`src/rtl/ppfs_map.svh`:
```
/*
 Register offsets, field positions and reset values of the port pin
 function select block. Assumes 8-bit byte addresses on an AXI4-Lite bus.
*/
`ifndef PPFS_MAP_SVH
`define PPFS_MAP_SVH

// =====================================================================
// register byte offsets
`define PPFS_OFF_DIR      8'h00
`define PPFS_OFF_ANSEL    8'h04
`define PPFS_OFF_LATCH    8'h08
`define PPFS_OFF_PULL     8'h0C
`define PPFS_OFF_IOCEN    8'h10
`define PPFS_OFF_BUFCTL   8'h14
`define PPFS_OFF_ADCCTL0  8'h18
`define PPFS_OFF_MODE     8'h1C
`define PPFS_OFF_OPTION   8'h20
`define PPFS_OFF_PINS     8'h24
`define PPFS_OFF_STATUS   8'h28
`define PPFS_OFF_CLEAR    8'h2C
`define PPFS_OFF_IRQEN    8'h30

// =====================================================================
// field positions
`define PPFS_BUF_MUXEN    0
`define PPFS_BUF_DSEL_LO  4
`define PPFS_OPT_TIMER0_CLOCK_SOURCE     0
`define PPFS_OPT_EXT_INT_ENABLE     1
`define PPFS_OPT_INTEDG   2
`define PPFS_ST_EXTINT    3

// =====================================================================
// reset values
`define PPFS_RST_DIR      4'hF
`define PPFS_RST_ANSEL    3'h0
`define PPFS_RST_LATCH    4'h0
`define PPFS_RST_PULL     3'h0
`define PPFS_RST_IOCEN    3'h0
`define PPFS_RST_BUFCTL   8'h00
`define PPFS_RST_ADCCTL0  6'h00
`define PPFS_RST_OPTION   3'h4

// =====================================================================
// bus responses
`define PPFS_RESP_OKAY    2'h0
`define PPFS_RESP_SLVERR  2'h2

`endif

```
`src/rtl/ppfs_pkg.sv`:
```
/*
 Types of the port pin function select block.
 Assumes nothing beyond a SystemVerilog compiler.
*/
package ppfs_pkg;

   // =====================================================================
   // system configuration modes
   typedef enum logic [2:0] {
      PPFS_STANDALONE = 3'h0,
      PPFS_MO_MASTER  = 3'h1,
      PPFS_MO_SLAVE   = 3'h2,
      PPFS_MP_MASTER  = 3'h3,
      PPFS_MP_SLAVE   = 3'h4
   } ppfs_mode_e;

   // =====================================================================
   // bus channel states, gray along idle to answer
   typedef enum logic {
      PPFS_IDLE = 1'b0,
      PPFS_RESP = 1'b1
   } ppfs_bus_e;

endpackage

```
`src/rtl/ppfs_pin_edge.sv`:
```
/*
 Change and edge detector for a group of pin levels.
 Assumes levels are already synchronous to ref_clk.
*/
`timescale 1ns/1ps
module ppfs_pin_edge #(
   parameter int WIDTH = 3
) (
   // clock and reset
   input  wire logic             ref_clk,
   input  wire logic             nrst,
   // levels in, pulses out
   input  wire logic [WIDTH-1:0] level,
   output logic      [WIDTH-1:0] change,
   output logic      [WIDTH-1:0] rise,
   output logic      [WIDTH-1:0] fall
);

   logic [WIDTH-1:0] prev_reg;
   logic             armed_reg;

   // =====================================================================
   // previous level; first cycle after reset is not armed, so a pin
   // that sits high through reset raises no false change
   always_ff @(posedge ref_clk) begin
      if (!nrst) begin
         prev_reg  <= '0;
         armed_reg <= 1'b0;
      end else begin
         prev_reg  <= level;
         armed_reg <= 1'b1;
      end
   end

   // pulses are combinational, one cycle each
   assign change = armed_reg ? (level ^ prev_reg) : '0;
   assign rise   = armed_reg ? (level & ~prev_reg) : '0;
   assign fall   = armed_reg ? (~level & prev_reg) : '0;

endmodule

```
`src/rtl/ppfs_top.sv`:
```
/*
 Port A pin function select with sync and switching clock remap,
 behind an AXI4-Lite register slave, with interrupt-on-change.
 Assumes pin inputs synchronous to ref_clk and the pad ring resolving
 level, pull and analog switch from the enables given here.
*/
// Notes on behaviour
// - each of pins 0..2 takes its direction from its own direction bit
// - pins 0 and 1 have optional weak pull-up and change interrupt
// - pin 2 has optional weak current source and change interrupt
// - converter channel n connects only when direction and analog bits set
// - mux output enable drives pin 0 with buffered test multiplexer output
// - analog mux source from adc control, digital source from buffer control
// - in master or slave modes pin 1 carries sync, out as master
// - port b pin 3 carries switching clock in master or slave modes
// - timer0 clock source bit routes pin 2 to timer0 external clock
// - external interrupt enable makes pin 2 an interrupt source
`timescale 1ns/1ps
`include "ppfs_map.svh"
module ppfs_top #(
   parameter int PINS      = 3,
   parameter int DIG_SEL_W = 4
) (
   // clock and reset
   input  wire logic                      ref_clk,
   input  wire logic                      nrst,
   // axi4-lite write channels
   input  wire logic [7:0]                awaddr,
   input  wire logic                      awvalid,
   output logic                           awready,
   input  wire logic [31:0]               wdata,
   input  wire logic [3:0]                wstrb,
   input  wire logic                      wvalid,
   output logic                           wready,
   output logic [1:0]                     bresp,
   output logic                           bvalid,
   input  wire logic                      bready,
   // axi4-lite read channels
   input  wire logic [7:0]                araddr,
   input  wire logic                      arvalid,
   output logic                           arready,
   output logic [31:0]                    rdata,
   output logic [1:0]                     rresp,
   output logic                           rvalid,
   input  wire logic                      rready,
   // port a pins
   input  wire logic [PINS-1:0]           portAIn,
   output logic      [PINS-1:0]           portAOut,
   output logic      [PINS-1:0]           portAOe,
   // port b pin 3
   input  wire logic                      portB3In,
   output logic                           portB3Out,
   output logic                           portB3Oe,
   // pad controls
   output logic      [1:0]                pullUpEn,
   output logic                           currentSrcEn,
   output logic      [PINS-1:0]           adcConnect,
   // test multiplexer
   input  wire logic [2**DIG_SEL_W-1:0]   testMuxDigIn,
   output logic      [5:0]                testMuxAnaSel,
   output logic                           testMuxAnalogOn,
   // converter core sync and clock
   input  wire logic                      syncFromCore,
   output logic                           syncToCore,
   input  wire logic                      swClkFromCore,
   output logic                           swClkToCore,
   // timer and interrupt
   output logic                           timer0ExtClkIn,
   output logic                           irq
);

   // =====================================================================
   // registers
   logic [3:0]           dir_reg;      // bit3 is port b pin 3
   logic [PINS-1:0]      ansel_reg;
   logic [3:0]           latch_reg;
   logic [PINS-1:0]      pull_reg;
   logic [PINS-1:0]      iocEn_reg;
   logic [7:0]           bufCtl_reg;
   logic [5:0]           adcCtl_reg;
   ppfs_pkg::ppfs_mode_e mode_reg;
   logic [2:0]           option_reg;
   logic [3:0]           status_reg;
   logic [3:0]           irqEn_reg;

   // bus state
   ppfs_pkg::ppfs_bus_e  wState_reg;
   ppfs_pkg::ppfs_bus_e  rState_reg;
   logic                 awHave_reg;
   logic                 wHave_reg;
   logic [7:0]           awAddr_reg;
   logic [31:0]          wData_reg;
   logic                 wLane_reg;
   logic                 doWrite;
   logic [31:0]          rdata_next;
   logic [1:0]           rresp_next;

   // pin logic
   logic [PINS-1:0]      change;
   logic [PINS-1:0]      rise;
   logic [PINS-1:0]      fall;
   logic                 testMuxBit;
   logic                 master;
   logic                 slave;
   logic [3:0]           events;
   logic [3:0]           clrMask;

   // =====================================================================
   // functions
   function automatic logic isMaster(input ppfs_pkg::ppfs_mode_e m);
      isMaster = (m == ppfs_pkg::PPFS_MO_MASTER) || (m == ppfs_pkg::PPFS_MP_MASTER);
   endfunction

   function automatic logic isSlave(input ppfs_pkg::ppfs_mode_e m);
      isSlave = (m == ppfs_pkg::PPFS_MO_SLAVE) || (m == ppfs_pkg::PPFS_MP_SLAVE);
   endfunction

   function automatic logic wrHit(input logic [7:0] off);
      wrHit = doWrite && wLane_reg && (awAddr_reg == off);
   endfunction

   // =====================================================================
   // write channel: address and data taken in either order, one at a time
   assign awready = (wState_reg == ppfs_pkg::PPFS_IDLE) && !awHave_reg;
   assign wready  = (wState_reg == ppfs_pkg::PPFS_IDLE) && !wHave_reg;
   assign doWrite = (wState_reg == ppfs_pkg::PPFS_IDLE) && awHave_reg && wHave_reg;
   assign bvalid  = (wState_reg == ppfs_pkg::PPFS_RESP);

   always_ff @(posedge ref_clk) begin
      if (!nrst) begin
         wState_reg <= ppfs_pkg::PPFS_IDLE;
         awHave_reg <= 1'b0;
         wHave_reg  <= 1'b0;
         awAddr_reg <= 8'h00;
         wData_reg  <= 32'h0000_0000;
         wLane_reg  <= 1'b0;
         bresp      <= `PPFS_RESP_OKAY;
      end else begin
         if (awvalid && awready) begin
            awHave_reg <= 1'b1;
            awAddr_reg <= awaddr;
         end
         if (wvalid && wready) begin
            wHave_reg <= 1'b1;
            wData_reg <= wdata;
            wLane_reg <= wstrb[0];
         end
         unique case (wState_reg)
            ppfs_pkg::PPFS_IDLE: begin
               if (doWrite) begin
                  awHave_reg <= 1'b0;
                  wHave_reg  <= 1'b0;
                  wState_reg <= ppfs_pkg::PPFS_RESP;
                  // read-only pin and status words refuse writes
                  if (awAddr_reg > `PPFS_OFF_IRQEN || awAddr_reg[1:0] != 2'h0 ||
                      awAddr_reg == `PPFS_OFF_PINS || awAddr_reg == `PPFS_OFF_STATUS)
                     bresp <= `PPFS_RESP_SLVERR;
                  else
                     bresp <= `PPFS_RESP_OKAY;
               end
            end
            ppfs_pkg::PPFS_RESP: begin
               if (bready)
                  wState_reg <= ppfs_pkg::PPFS_IDLE;
            end
         endcase
      end
   end

   // =====================================================================
   // configuration registers; only byte lane 0 holds data
   always_ff @(posedge ref_clk) begin
      if (!nrst) begin
         dir_reg    <= `PPFS_RST_DIR;
         ansel_reg  <= `PPFS_RST_ANSEL;
         latch_reg  <= `PPFS_RST_LATCH;
         pull_reg   <= `PPFS_RST_PULL;
         iocEn_reg  <= `PPFS_RST_IOCEN;
         bufCtl_reg <= `PPFS_RST_BUFCTL;
         adcCtl_reg <= `PPFS_RST_ADCCTL0;
         mode_reg   <= ppfs_pkg::PPFS_STANDALONE;
         option_reg <= `PPFS_RST_OPTION;
         irqEn_reg  <= 4'h0;
      end else begin
         if (wrHit(`PPFS_OFF_DIR))     dir_reg    <= wData_reg[3:0];
         if (wrHit(`PPFS_OFF_ANSEL))   ansel_reg  <= wData_reg[PINS-1:0];
         if (wrHit(`PPFS_OFF_LATCH))   latch_reg  <= wData_reg[3:0];
         if (wrHit(`PPFS_OFF_PULL))    pull_reg   <= wData_reg[PINS-1:0];
         if (wrHit(`PPFS_OFF_IOCEN))   iocEn_reg  <= wData_reg[PINS-1:0];
         if (wrHit(`PPFS_OFF_BUFCTL))  bufCtl_reg <= wData_reg[7:0];
         if (wrHit(`PPFS_OFF_ADCCTL0)) adcCtl_reg <= wData_reg[5:0];
         if (wrHit(`PPFS_OFF_OPTION))  option_reg <= wData_reg[2:0];
         if (wrHit(`PPFS_OFF_IRQEN))   irqEn_reg  <= wData_reg[3:0];
         // reserved mode codes fall back to standalone
         if (wrHit(`PPFS_OFF_MODE)) begin
            if (wData_reg[2:0] > 3'h4)
               mode_reg <= ppfs_pkg::PPFS_STANDALONE;
            else
               mode_reg <= ppfs_pkg::ppfs_mode_e'(wData_reg[2:0]);
         end
      end
   end

   // =====================================================================
   // read channel: answer one cycle after the address is taken
   assign arready = (rState_reg == ppfs_pkg::PPFS_IDLE);
   assign rvalid  = (rState_reg == ppfs_pkg::PPFS_RESP);

   always_comb begin
      rdata_next = 32'h0000_0000;
      rresp_next = `PPFS_RESP_OKAY;
      unique case (araddr)
         `PPFS_OFF_DIR:     rdata_next[3:0]      = dir_reg;
         `PPFS_OFF_ANSEL:   rdata_next[PINS-1:0] = ansel_reg;
         `PPFS_OFF_LATCH:   rdata_next[3:0]      = latch_reg;
         `PPFS_OFF_PULL:    rdata_next[PINS-1:0] = pull_reg;
         `PPFS_OFF_IOCEN:   rdata_next[PINS-1:0] = iocEn_reg;
         `PPFS_OFF_BUFCTL:  rdata_next[7:0]      = bufCtl_reg;
         `PPFS_OFF_ADCCTL0: rdata_next[5:0]      = adcCtl_reg;
         `PPFS_OFF_MODE:    rdata_next[2:0]      = mode_reg;
         `PPFS_OFF_OPTION:  rdata_next[2:0]      = option_reg;
         `PPFS_OFF_PINS:    rdata_next[3:0]      = {portB3In, portAIn};
         `PPFS_OFF_STATUS:  rdata_next[3:0]      = status_reg;
         `PPFS_OFF_CLEAR:   rdata_next           = 32'h0000_0000;
         `PPFS_OFF_IRQEN:   rdata_next[3:0]      = irqEn_reg;
         default:           rresp_next           = `PPFS_RESP_SLVERR;
      endcase
   end

   always_ff @(posedge ref_clk) begin
      if (!nrst) begin
         rState_reg <= ppfs_pkg::PPFS_IDLE;
         rdata      <= 32'h0000_0000;
         rresp      <= `PPFS_RESP_OKAY;
      end else begin
         unique case (rState_reg)
            ppfs_pkg::PPFS_IDLE: begin
               if (arvalid) begin
                  rdata      <= rdata_next;
                  rresp      <= rresp_next;
                  rState_reg <= ppfs_pkg::PPFS_RESP;
               end
            end
            ppfs_pkg::PPFS_RESP: begin
               if (rready)
                  rState_reg <= ppfs_pkg::PPFS_IDLE;
            end
         endcase
      end
   end

   // =====================================================================
   // pad controls
   assign master = isMaster(mode_reg);
   assign slave  = isSlave(mode_reg);
   assign pullUpEn     = pull_reg[1:0] & dir_reg[1:0];
   assign currentSrcEn = pull_reg[2] & dir_reg[2];
   assign adcConnect   = dir_reg[PINS-1:0] & ansel_reg;

   // analog source from adc control, digital from buffer control
   assign testMuxAnaSel   = adcCtl_reg;
   assign testMuxAnalogOn = bufCtl_reg[`PPFS_BUF_MUXEN];
   assign testMuxBit = testMuxDigIn[bufCtl_reg[`PPFS_BUF_DSEL_LO +: DIG_SEL_W]];

   // =====================================================================
   // pin drivers; registered so every pad sees a clean edge
   always_ff @(posedge ref_clk) begin
      if (!nrst) begin
         portAOut  <= '0;
         portAOe   <= '0;
         portB3Out <= 1'b0;
         portB3Oe  <= 1'b0;
      end else begin
         // direction bit low drives the latch
         portAOut <= latch_reg[PINS-1:0];
         portAOe  <= ~dir_reg[PINS-1:0];
         portB3Out <= latch_reg[3];
         portB3Oe  <= ~dir_reg[3];
         if (bufCtl_reg[`PPFS_BUF_MUXEN]) begin
            portAOut[0] <= testMuxBit;
            portAOe[0]  <= 1'b1;
         end
         // sync driven as master, received as slave
         if (master) begin
            portAOut[1] <= syncFromCore;
            portAOe[1]  <= 1'b1;
         end else if (slave) begin
            portAOe[1] <= 1'b0;
         end
         // switching clock on port b pin 3
         if (master) begin
            portB3Out <= swClkFromCore;
            portB3Oe  <= 1'b1;
         end else if (slave) begin
            portB3Oe <= 1'b0;
         end
      end
   end

   // =====================================================================
   // inputs towards the core; low outside their modes so no stray edges
   always_ff @(posedge ref_clk) begin
      if (!nrst) begin
         syncToCore     <= 1'b0;
         swClkToCore    <= 1'b0;
         timer0ExtClkIn <= 1'b0;
      end else begin
         syncToCore  <= slave & portAIn[1];
         swClkToCore <= slave & portB3In;
         // pin 2 clocks timer0, schmitt input assumed in the pad
         timer0ExtClkIn <= option_reg[`PPFS_OPT_TIMER0_CLOCK_SOURCE] & portAIn[2];
      end
   end

   // =====================================================================
   // change detection and interrupt status
   ppfs_pin_edge #(
      .WIDTH (PINS)
   ) u_edge (
      .ref_clk (ref_clk),
      .nrst    (nrst),
      .level   (portAIn),
      .change  (change),
      .rise    (rise),
      .fall    (fall)
   );

   // change interrupt on pins 0 to 2
   assign events[PINS-1:0] = change & iocEn_reg;
   // pin 2 external interrupt on the chosen edge
   assign events[`PPFS_ST_EXTINT] = option_reg[`PPFS_OPT_EXT_INT_ENABLE] &
      (option_reg[`PPFS_OPT_INTEDG] ? rise[2] : fall[2]);
   // a process, not an assign: the bus state that the decode reads must wake it
   always_comb clrMask = wrHit(`PPFS_OFF_CLEAR) ? wData_reg[3:0] : 4'h0;

   // sticky status; a set in the clear cycle wins so no event is lost
   always_ff @(posedge ref_clk) begin
      if (!nrst)
         status_reg <= 4'h0;
      else
         status_reg <= (status_reg & ~clrMask) | events;
   end

   assign irq = |(status_reg & irqEn_reg);
endmodule

```
`config.mk`:
```
export PLATFORM = sky130hd
export DESIGN_NAME = ppfs_top
export DESIGN_NICKNAME = d
export VERILOG_FILES = /design/src/rtl/ppfs_pkg.sv /design/src/rtl/ppfs_pin_edge.sv /design/src/rtl/ppfs_top.sv
export VERILOG_INCLUDE_DIRS = /design/src /design/src/rtl
export SDC_FILE = /design/constraint.sdc
export NUM_CORES = 1
export LEC_CHECK = 0
export BUFFER_PORTS_ARGS = -buffer_cell sky130_fd_sc_hd__buf_2
export CORE_UTILIZATION = 48
export CTS_BUF_LIST = sky130_fd_sc_hd__clkbuf_8
export DETAILED_ROUTE_END_ITERATION = 6
export PLACE_DENSITY = 0.8
export SLEW_MARGIN = 20
export SYNTH_ARGS = -nofsm -noshare
export SYNTH_HDL_FRONTEND = slang
export SYNTH_HIERARCHICAL = 1
export SYNTH_SLANG_ARGS = --single-unit
```
`constraint.sdc`:
```
create_clock -name ref_clk -period 1.78 [get_ports ref_clk]
set_input_delay 0.178 -clock ref_clk [delete_from_list [all_inputs] [get_ports ref_clk]]
set_output_delay 0.178 -clock ref_clk [all_outputs]
set_load 0.02 [all_outputs]
```
==> run summary, run 1 <==
status -> finished, final reports clean
total number of vias -> 3930
hold crit path type -> input pin to flip-flop
setup total negative slack -> 0 ns
initial drt markers -> 193
# hold bufs at CTS -> 0
mean post-synth cell area -> 8.94 sq um
vias in the first global route -> 3740
number of vias per cell -> 5.31
global-route wire length before repair -> 18.4 mm
# clock sinks -> 91
Avg WL per Cell -> 15.4 microns
initial antenna violation count -> 0
Overflow after GRT -> 0
CP max FO -> 8
Crit. End Element -> flip-flop
Static Leakage -> 2.45 nW
Die ar. -> 9860 sq um
final wirelength -> 11.4 mm
Reg2Reg Setup Slack -> 0.06 ns
Final Util -> 59.7%
CP Class -> flip-flop to flip-flop
hold_ws -> 0.0613 ns
maximum clock rate -> 581 MHz
Syn. warnings -> 6
drt pass-1 iters -> 4
Die X-Extent -> 99.3 microns
share of cells above drive strength 1 -> 27.0%
Final Power -> 0.00422 W
# diodes -> 0
Critical Path RT -> 2.03 ns
Num CTS Buffers -> 9
Starting Density -> 49.4%
clock latency on the worst-skew pair -> 0.35 ns
Port Buffers -> 93
CTS tree -> done
Die H -> 99.3 microns
worst clock skew -> 0.0100 ns
CP Launch Type -> flip-flop
Mapped Area -> 4540 sq um
gpl congestion -> 0.897
H-tree depth -> 3
Clk pin slew, worst setup/hold paths -> 0.09 ns
clock root cell -> clkbuf_8
Final Max Slew Viols -> 0
placed cell area -> 5200 sq um
Placement Rows -> 35
synth-to-layout area growth -> 20.9%
largest net degree at the start of global routing -> 38
Hold Fails Final Rpt -> 0
Routed Antenna Nets -> 0
Max Cap Viol -> 0
Synth Instances -> 508
arrival time worst endpoint -> 1.97 ns
DRC -> 0
PwrDens -> 768 nW/um^2
Clock Tree Buf Depth -> 2
final instance area -> 5490 sq um
RSZ-0062 raised after global routing -> true
Detailed Place HPWL -> 8.67 mm
Setup violations, final -> 0
total track usage -> 23.5%
nets -> 709
final period utilization -> 96.7%
core area -> 9200 sq um
Ports -> 147
post-route minimum period -> 1.72 ns
VDD IR-drop max -> 0.581 mV
## metal layers
metal | up-vias | global-route usage [%] | wire (microns)
met5 | - | 0 | 0
met1 | 1835 | 29.8 | 5150
li1 | 1945 | - | -
met2 | 132 | 40.4 | 5530
met3 | 18 | 4.57 | 483
met4 | 0 | 7.35 | 204
## critical path: stages (launching register included)
cell,delay (ns)
dfxtp_2,0.33
or3b_4,0.41
nor4b_4,0.21
buf_4,0.19
nand3_4,0.16
mux2i_1,0.15
and2_1,0.16
## repair_timing
item | in CTS | in global routing
resized for setup | 0 | 7
cloned | 0 | 0
pin swaps | 0 | 2
setup endpoints to repair | 3 | 25
setup buffers | 1 | 2
## power by group
part           leakage (nW)  internal, W  switching (W)
registers             0.739      0.00208      0.0000543
clock network         0.115     0.000847       0.000764
logic                  1.60     0.000200       0.000276
## layout by cell type, fill, tap and decap left out, types with 5 or more instances in the layout
cell type  instances
o21ai_0           16
nor2b_1           31
clkbuf_8          10
buf_4             33
dfxtp_1           89
nor2_1            11
nand2_1           86
a22oi_1            8
conb_1            26
and2_1            21
mux2i_1           38
buf_2             93
inv_1             12
nand3_1           23
nor3_1             8
a21boi_0          40
mux2_2             5
## stage by stage
stage          cells  setup slack [ns]
2_1_floorplan    533           -0.0617
3_5_place_dp     721            0.0119
3_3_place_gp     721            0.0546
6_report         740            0.0590
4_1_cts          738            0.0144
5_1_grt          740           -0.0240
## final cells by class
cell class	instances	area, sq um
multi-input cells	382	2500
well taps	111	139
clock buffers	10	138
clock inverters	6	96.3
flip-flops and latches	91	1820
inverters	12	45.0
repair buffers	128	744
fillers	808	3700
## final timing paths
check                              startpoint             to  cells after the start
worst min register to register      wLane_reg      wLane_reg                      2
worst max register to register  awAddr_reg[0]  bufCtl_reg[0]                      6
worst max-delay path            awAddr_reg[0]  bufCtl_reg[0]                      6
worst min-delay path                 portB3In    swClkToCore                      2
(Power assumes the default switching activity.)
==> run 2: changes to the inputs <==
- CELL_PAD_IN_SITES_DETAIL_PLACEMENT: default -> 1
- CELL_PAD_IN_SITES_GLOBAL_PLACEMENT: default -> 1
- CORE_UTILIZATION: 48 -> 35
- PLACE_DENSITY: 0.8 -> 0.79
==> run 2 against run 1 <==
The flow now finishes with violations (setup timing). Non-clock buffer count did not move. Clock-buffer cell count rose by 1. Sequential power about the same. Via count rose by 1.2%. Routed wire length rose by 14%. Sequential cell count did not move. Register-to-register slack lost 0.08 ns. Core utilization down 15 points. Critical path depth down 1. Highest routed layer unchanged. Critical endpoint unchanged.
==> run summary, run 2 (synthesized netlist as in run 1, its figures left out) <==
status -> complete, but fails checks
failing checks -> setup timing
post-route minimum period -> 1.81 ns
crit path launch -> awAddr_reg[0]
VDD IR-drop max -> 0.439 mV
gpl congestion -> 0.866
Clk pin slew, worst setup/hold paths -> 0.09 ns
vias in the first global route -> 3947
Clock Power Share -> 38.6%
Num CTS Buffers -> 9
WP depth -> 5
Max stage delay on crit path -> 0.42 ns
number of vias per cell -> 4.97
Overflow after GRT -> 0
worst clock skew -> 0.00757 ns
CP Class -> flip-flop to flip-flop
nets -> 709
setup slack at placement -> -0.0981 ns
final wirelength -> 12.9 mm
PwrDens -> 760 nW/um^2
Detailed Place HPWL -> 10.1 mm
CP max FO -> 8
Reg-to-Reg End -> bufCtl_reg[0]
crit path to -> bufCtl_reg[0]
share of cells above drive strength 1 -> 27.3%
Final Max Slew Viols -> 0
CP bufs+invs -> 0
final non-filler cell total -> 801
Slew headroom -> 63.7%
Placement Rows -> 41
arrival time worst endpoint -> 2.07 ns
# clock sinks -> 91
DRC -> 0
initial antenna violation count -> 0
global-route wire length before repair -> 20.3 mm
CP top delay family -> simple AND/OR/NAND/NOR gates
Hold Fails Final Rpt -> 0
Static Leakage -> 2.43 nW
commonest non-fill, non-tap cell in the layout -> buf_2
sequential cell fraction of total power -> 50.0%
Port Buffers -> 93
Inst Count DP -> 781
clock latency on the worst-skew pair -> 0.37 ns
commonest cells after routing, fill and taps aside -> 93 x buf_2, 90 x dfxtp_1, 85 x nand2_1, 37 x mux2i_1, 36 x a21boi_0
Critical Path RT -> 2.05 ns
Max Cap Viol -> 0
Comb power frac -> 11.4%
Crit. End Element -> flip-flop
Setup violations, final -> 2
CP Launch Type -> flip-flop
core area -> 12600 sq um
maximum clock rate -> 554 MHz
RSZ-0062 raised after global routing -> true
Ports -> 147
sw frac -> 26.1%
Internal -> 0.00315 W
final period utilization -> 101%
CTS tree -> done
hold crit path type -> input pin to flip-flop
Starting Density -> 36.0%
Die ar. -> 13400 sq um
# diodes -> 0
total track usage -> 19.7%
H-tree depth -> 3
Fillers -> 1553
total number of vias -> 3979
synth-to-layout area growth -> 23.6%
Routed Antenna Nets -> 0
Die H -> 116 microns
Die X-Extent -> 116 microns
placed cell area -> 5280 sq um
final instance area -> 5610 sq um
Avg WL per Cell -> 16.1 microns
drt pass-1 iters -> 4
r2r startpoint -> awAddr_reg[0]
Reg2Reg Setup Slack -> -0.03 ns
setup ws final -> -0.0255 ns
Clock Tree Buf Depth -> 2
Slew @ Worst Pin -> 0.531 ns
# hold bufs at CTS -> 0
clock root cell -> clkbuf_8
initial drt markers -> 183
critical-path cell list -> or3b_4 -> nor4b_4 -> nand3_4 -> mux2i_1 -> and2_1
Net Sw Power -> 0.00111 W
largest net degree at the start of global routing -> 68
slowest CP cell -> or3b_4
worst-case reg-to-reg path depth -> 5
## run 2: area by class of cell
type                       count  area [sq um]  area share (%)
clock buffer                  11           151            2.70
clock inverter                 5          83.8            1.49
inverter                      12          45.0           0.802
multi-input combinational    382          2530            45.1
sequential                    91          1820            32.5
tap                          172           215            3.83
timing repair buffer         128           761            13.6
## run 2: worst register-to-register path: stages, from the launching register on
cell,delay (ns)
dfxtp_1,0.32
or3b_4,0.42
nor4b_4,0.38
nand3_4,0.24
mux2i_1,0.19
and2_1,0.16
## run 2: power by group through the flow
stage / sequential (W) / clock, W / combinational [W]
after global placement: 0.00217 / 0 / 0.000464
after detailed placement: 0.00218 / 0 / 0.000479
after global routing: 0.00214 / 0.00175 / 0.000534
after floorplan: 0.00216 / 0 / 0.000330
final: 0.00213 / 0.00164 / 0.000487
after CTS: 0.00213 / 0.00168 / 0.000483
## run 2: stage by stage
stage | utilization [%] | total power (W) | hold slack (ns) | setup TNS, ns
after global routing | 44.5 | 0.00442 | 0.0321 | -1.02
after global placement | 41.8 | 0.00264 | 0.405 | 0
after detailed placement | 41.8 | 0.00266 | 0.410 | -0.290
final | 44.5 | 0.00426 | 0.0388 | -0.0286
after floorplan | - | 0.00249 | 0.206 | -0.0752
after CTS | 43.8 | 0.00429 | 0.0250 | -0.00483
## run 2: worst min path at each step
| stage | startpoint | endpoint | slack, ns | cells after the start |
|---|---|---|---|---|
| floorplan | nrst | u_edge/armed_reg | 0.21 | 0 |
| global route | portB3In | swClkToCore | 0.03 | 2 |
| finish | portB3In | swClkToCore | 0.04 | 2 |
| CTS | portB3In | swClkToCore | 0.03 | 2 |
| detailed placement | portB3In | swClkToCore | 0.41 | 2 |
| global placement | portB3In | swClkToCore | 0.41 | 2 |
## run 2: timing repair
action | 4_1_cts | 5_1_grt
resized for setup | 2 | 16
endpoints found under the setup margin | 11 | 26
buffers inserted | 0 | 4
pin swaps | 1 | 3
## run 2: routing by layer
layer  share of wire [%]  up-vias  global-route usage [%]
met5                   0        -                       0
li1                    -     1943                       -
met1                  43     1911                    24.2
met4                 2.0        0                    5.56
met3                 4.9       21                    5.23
met2                  50      104                    33.8
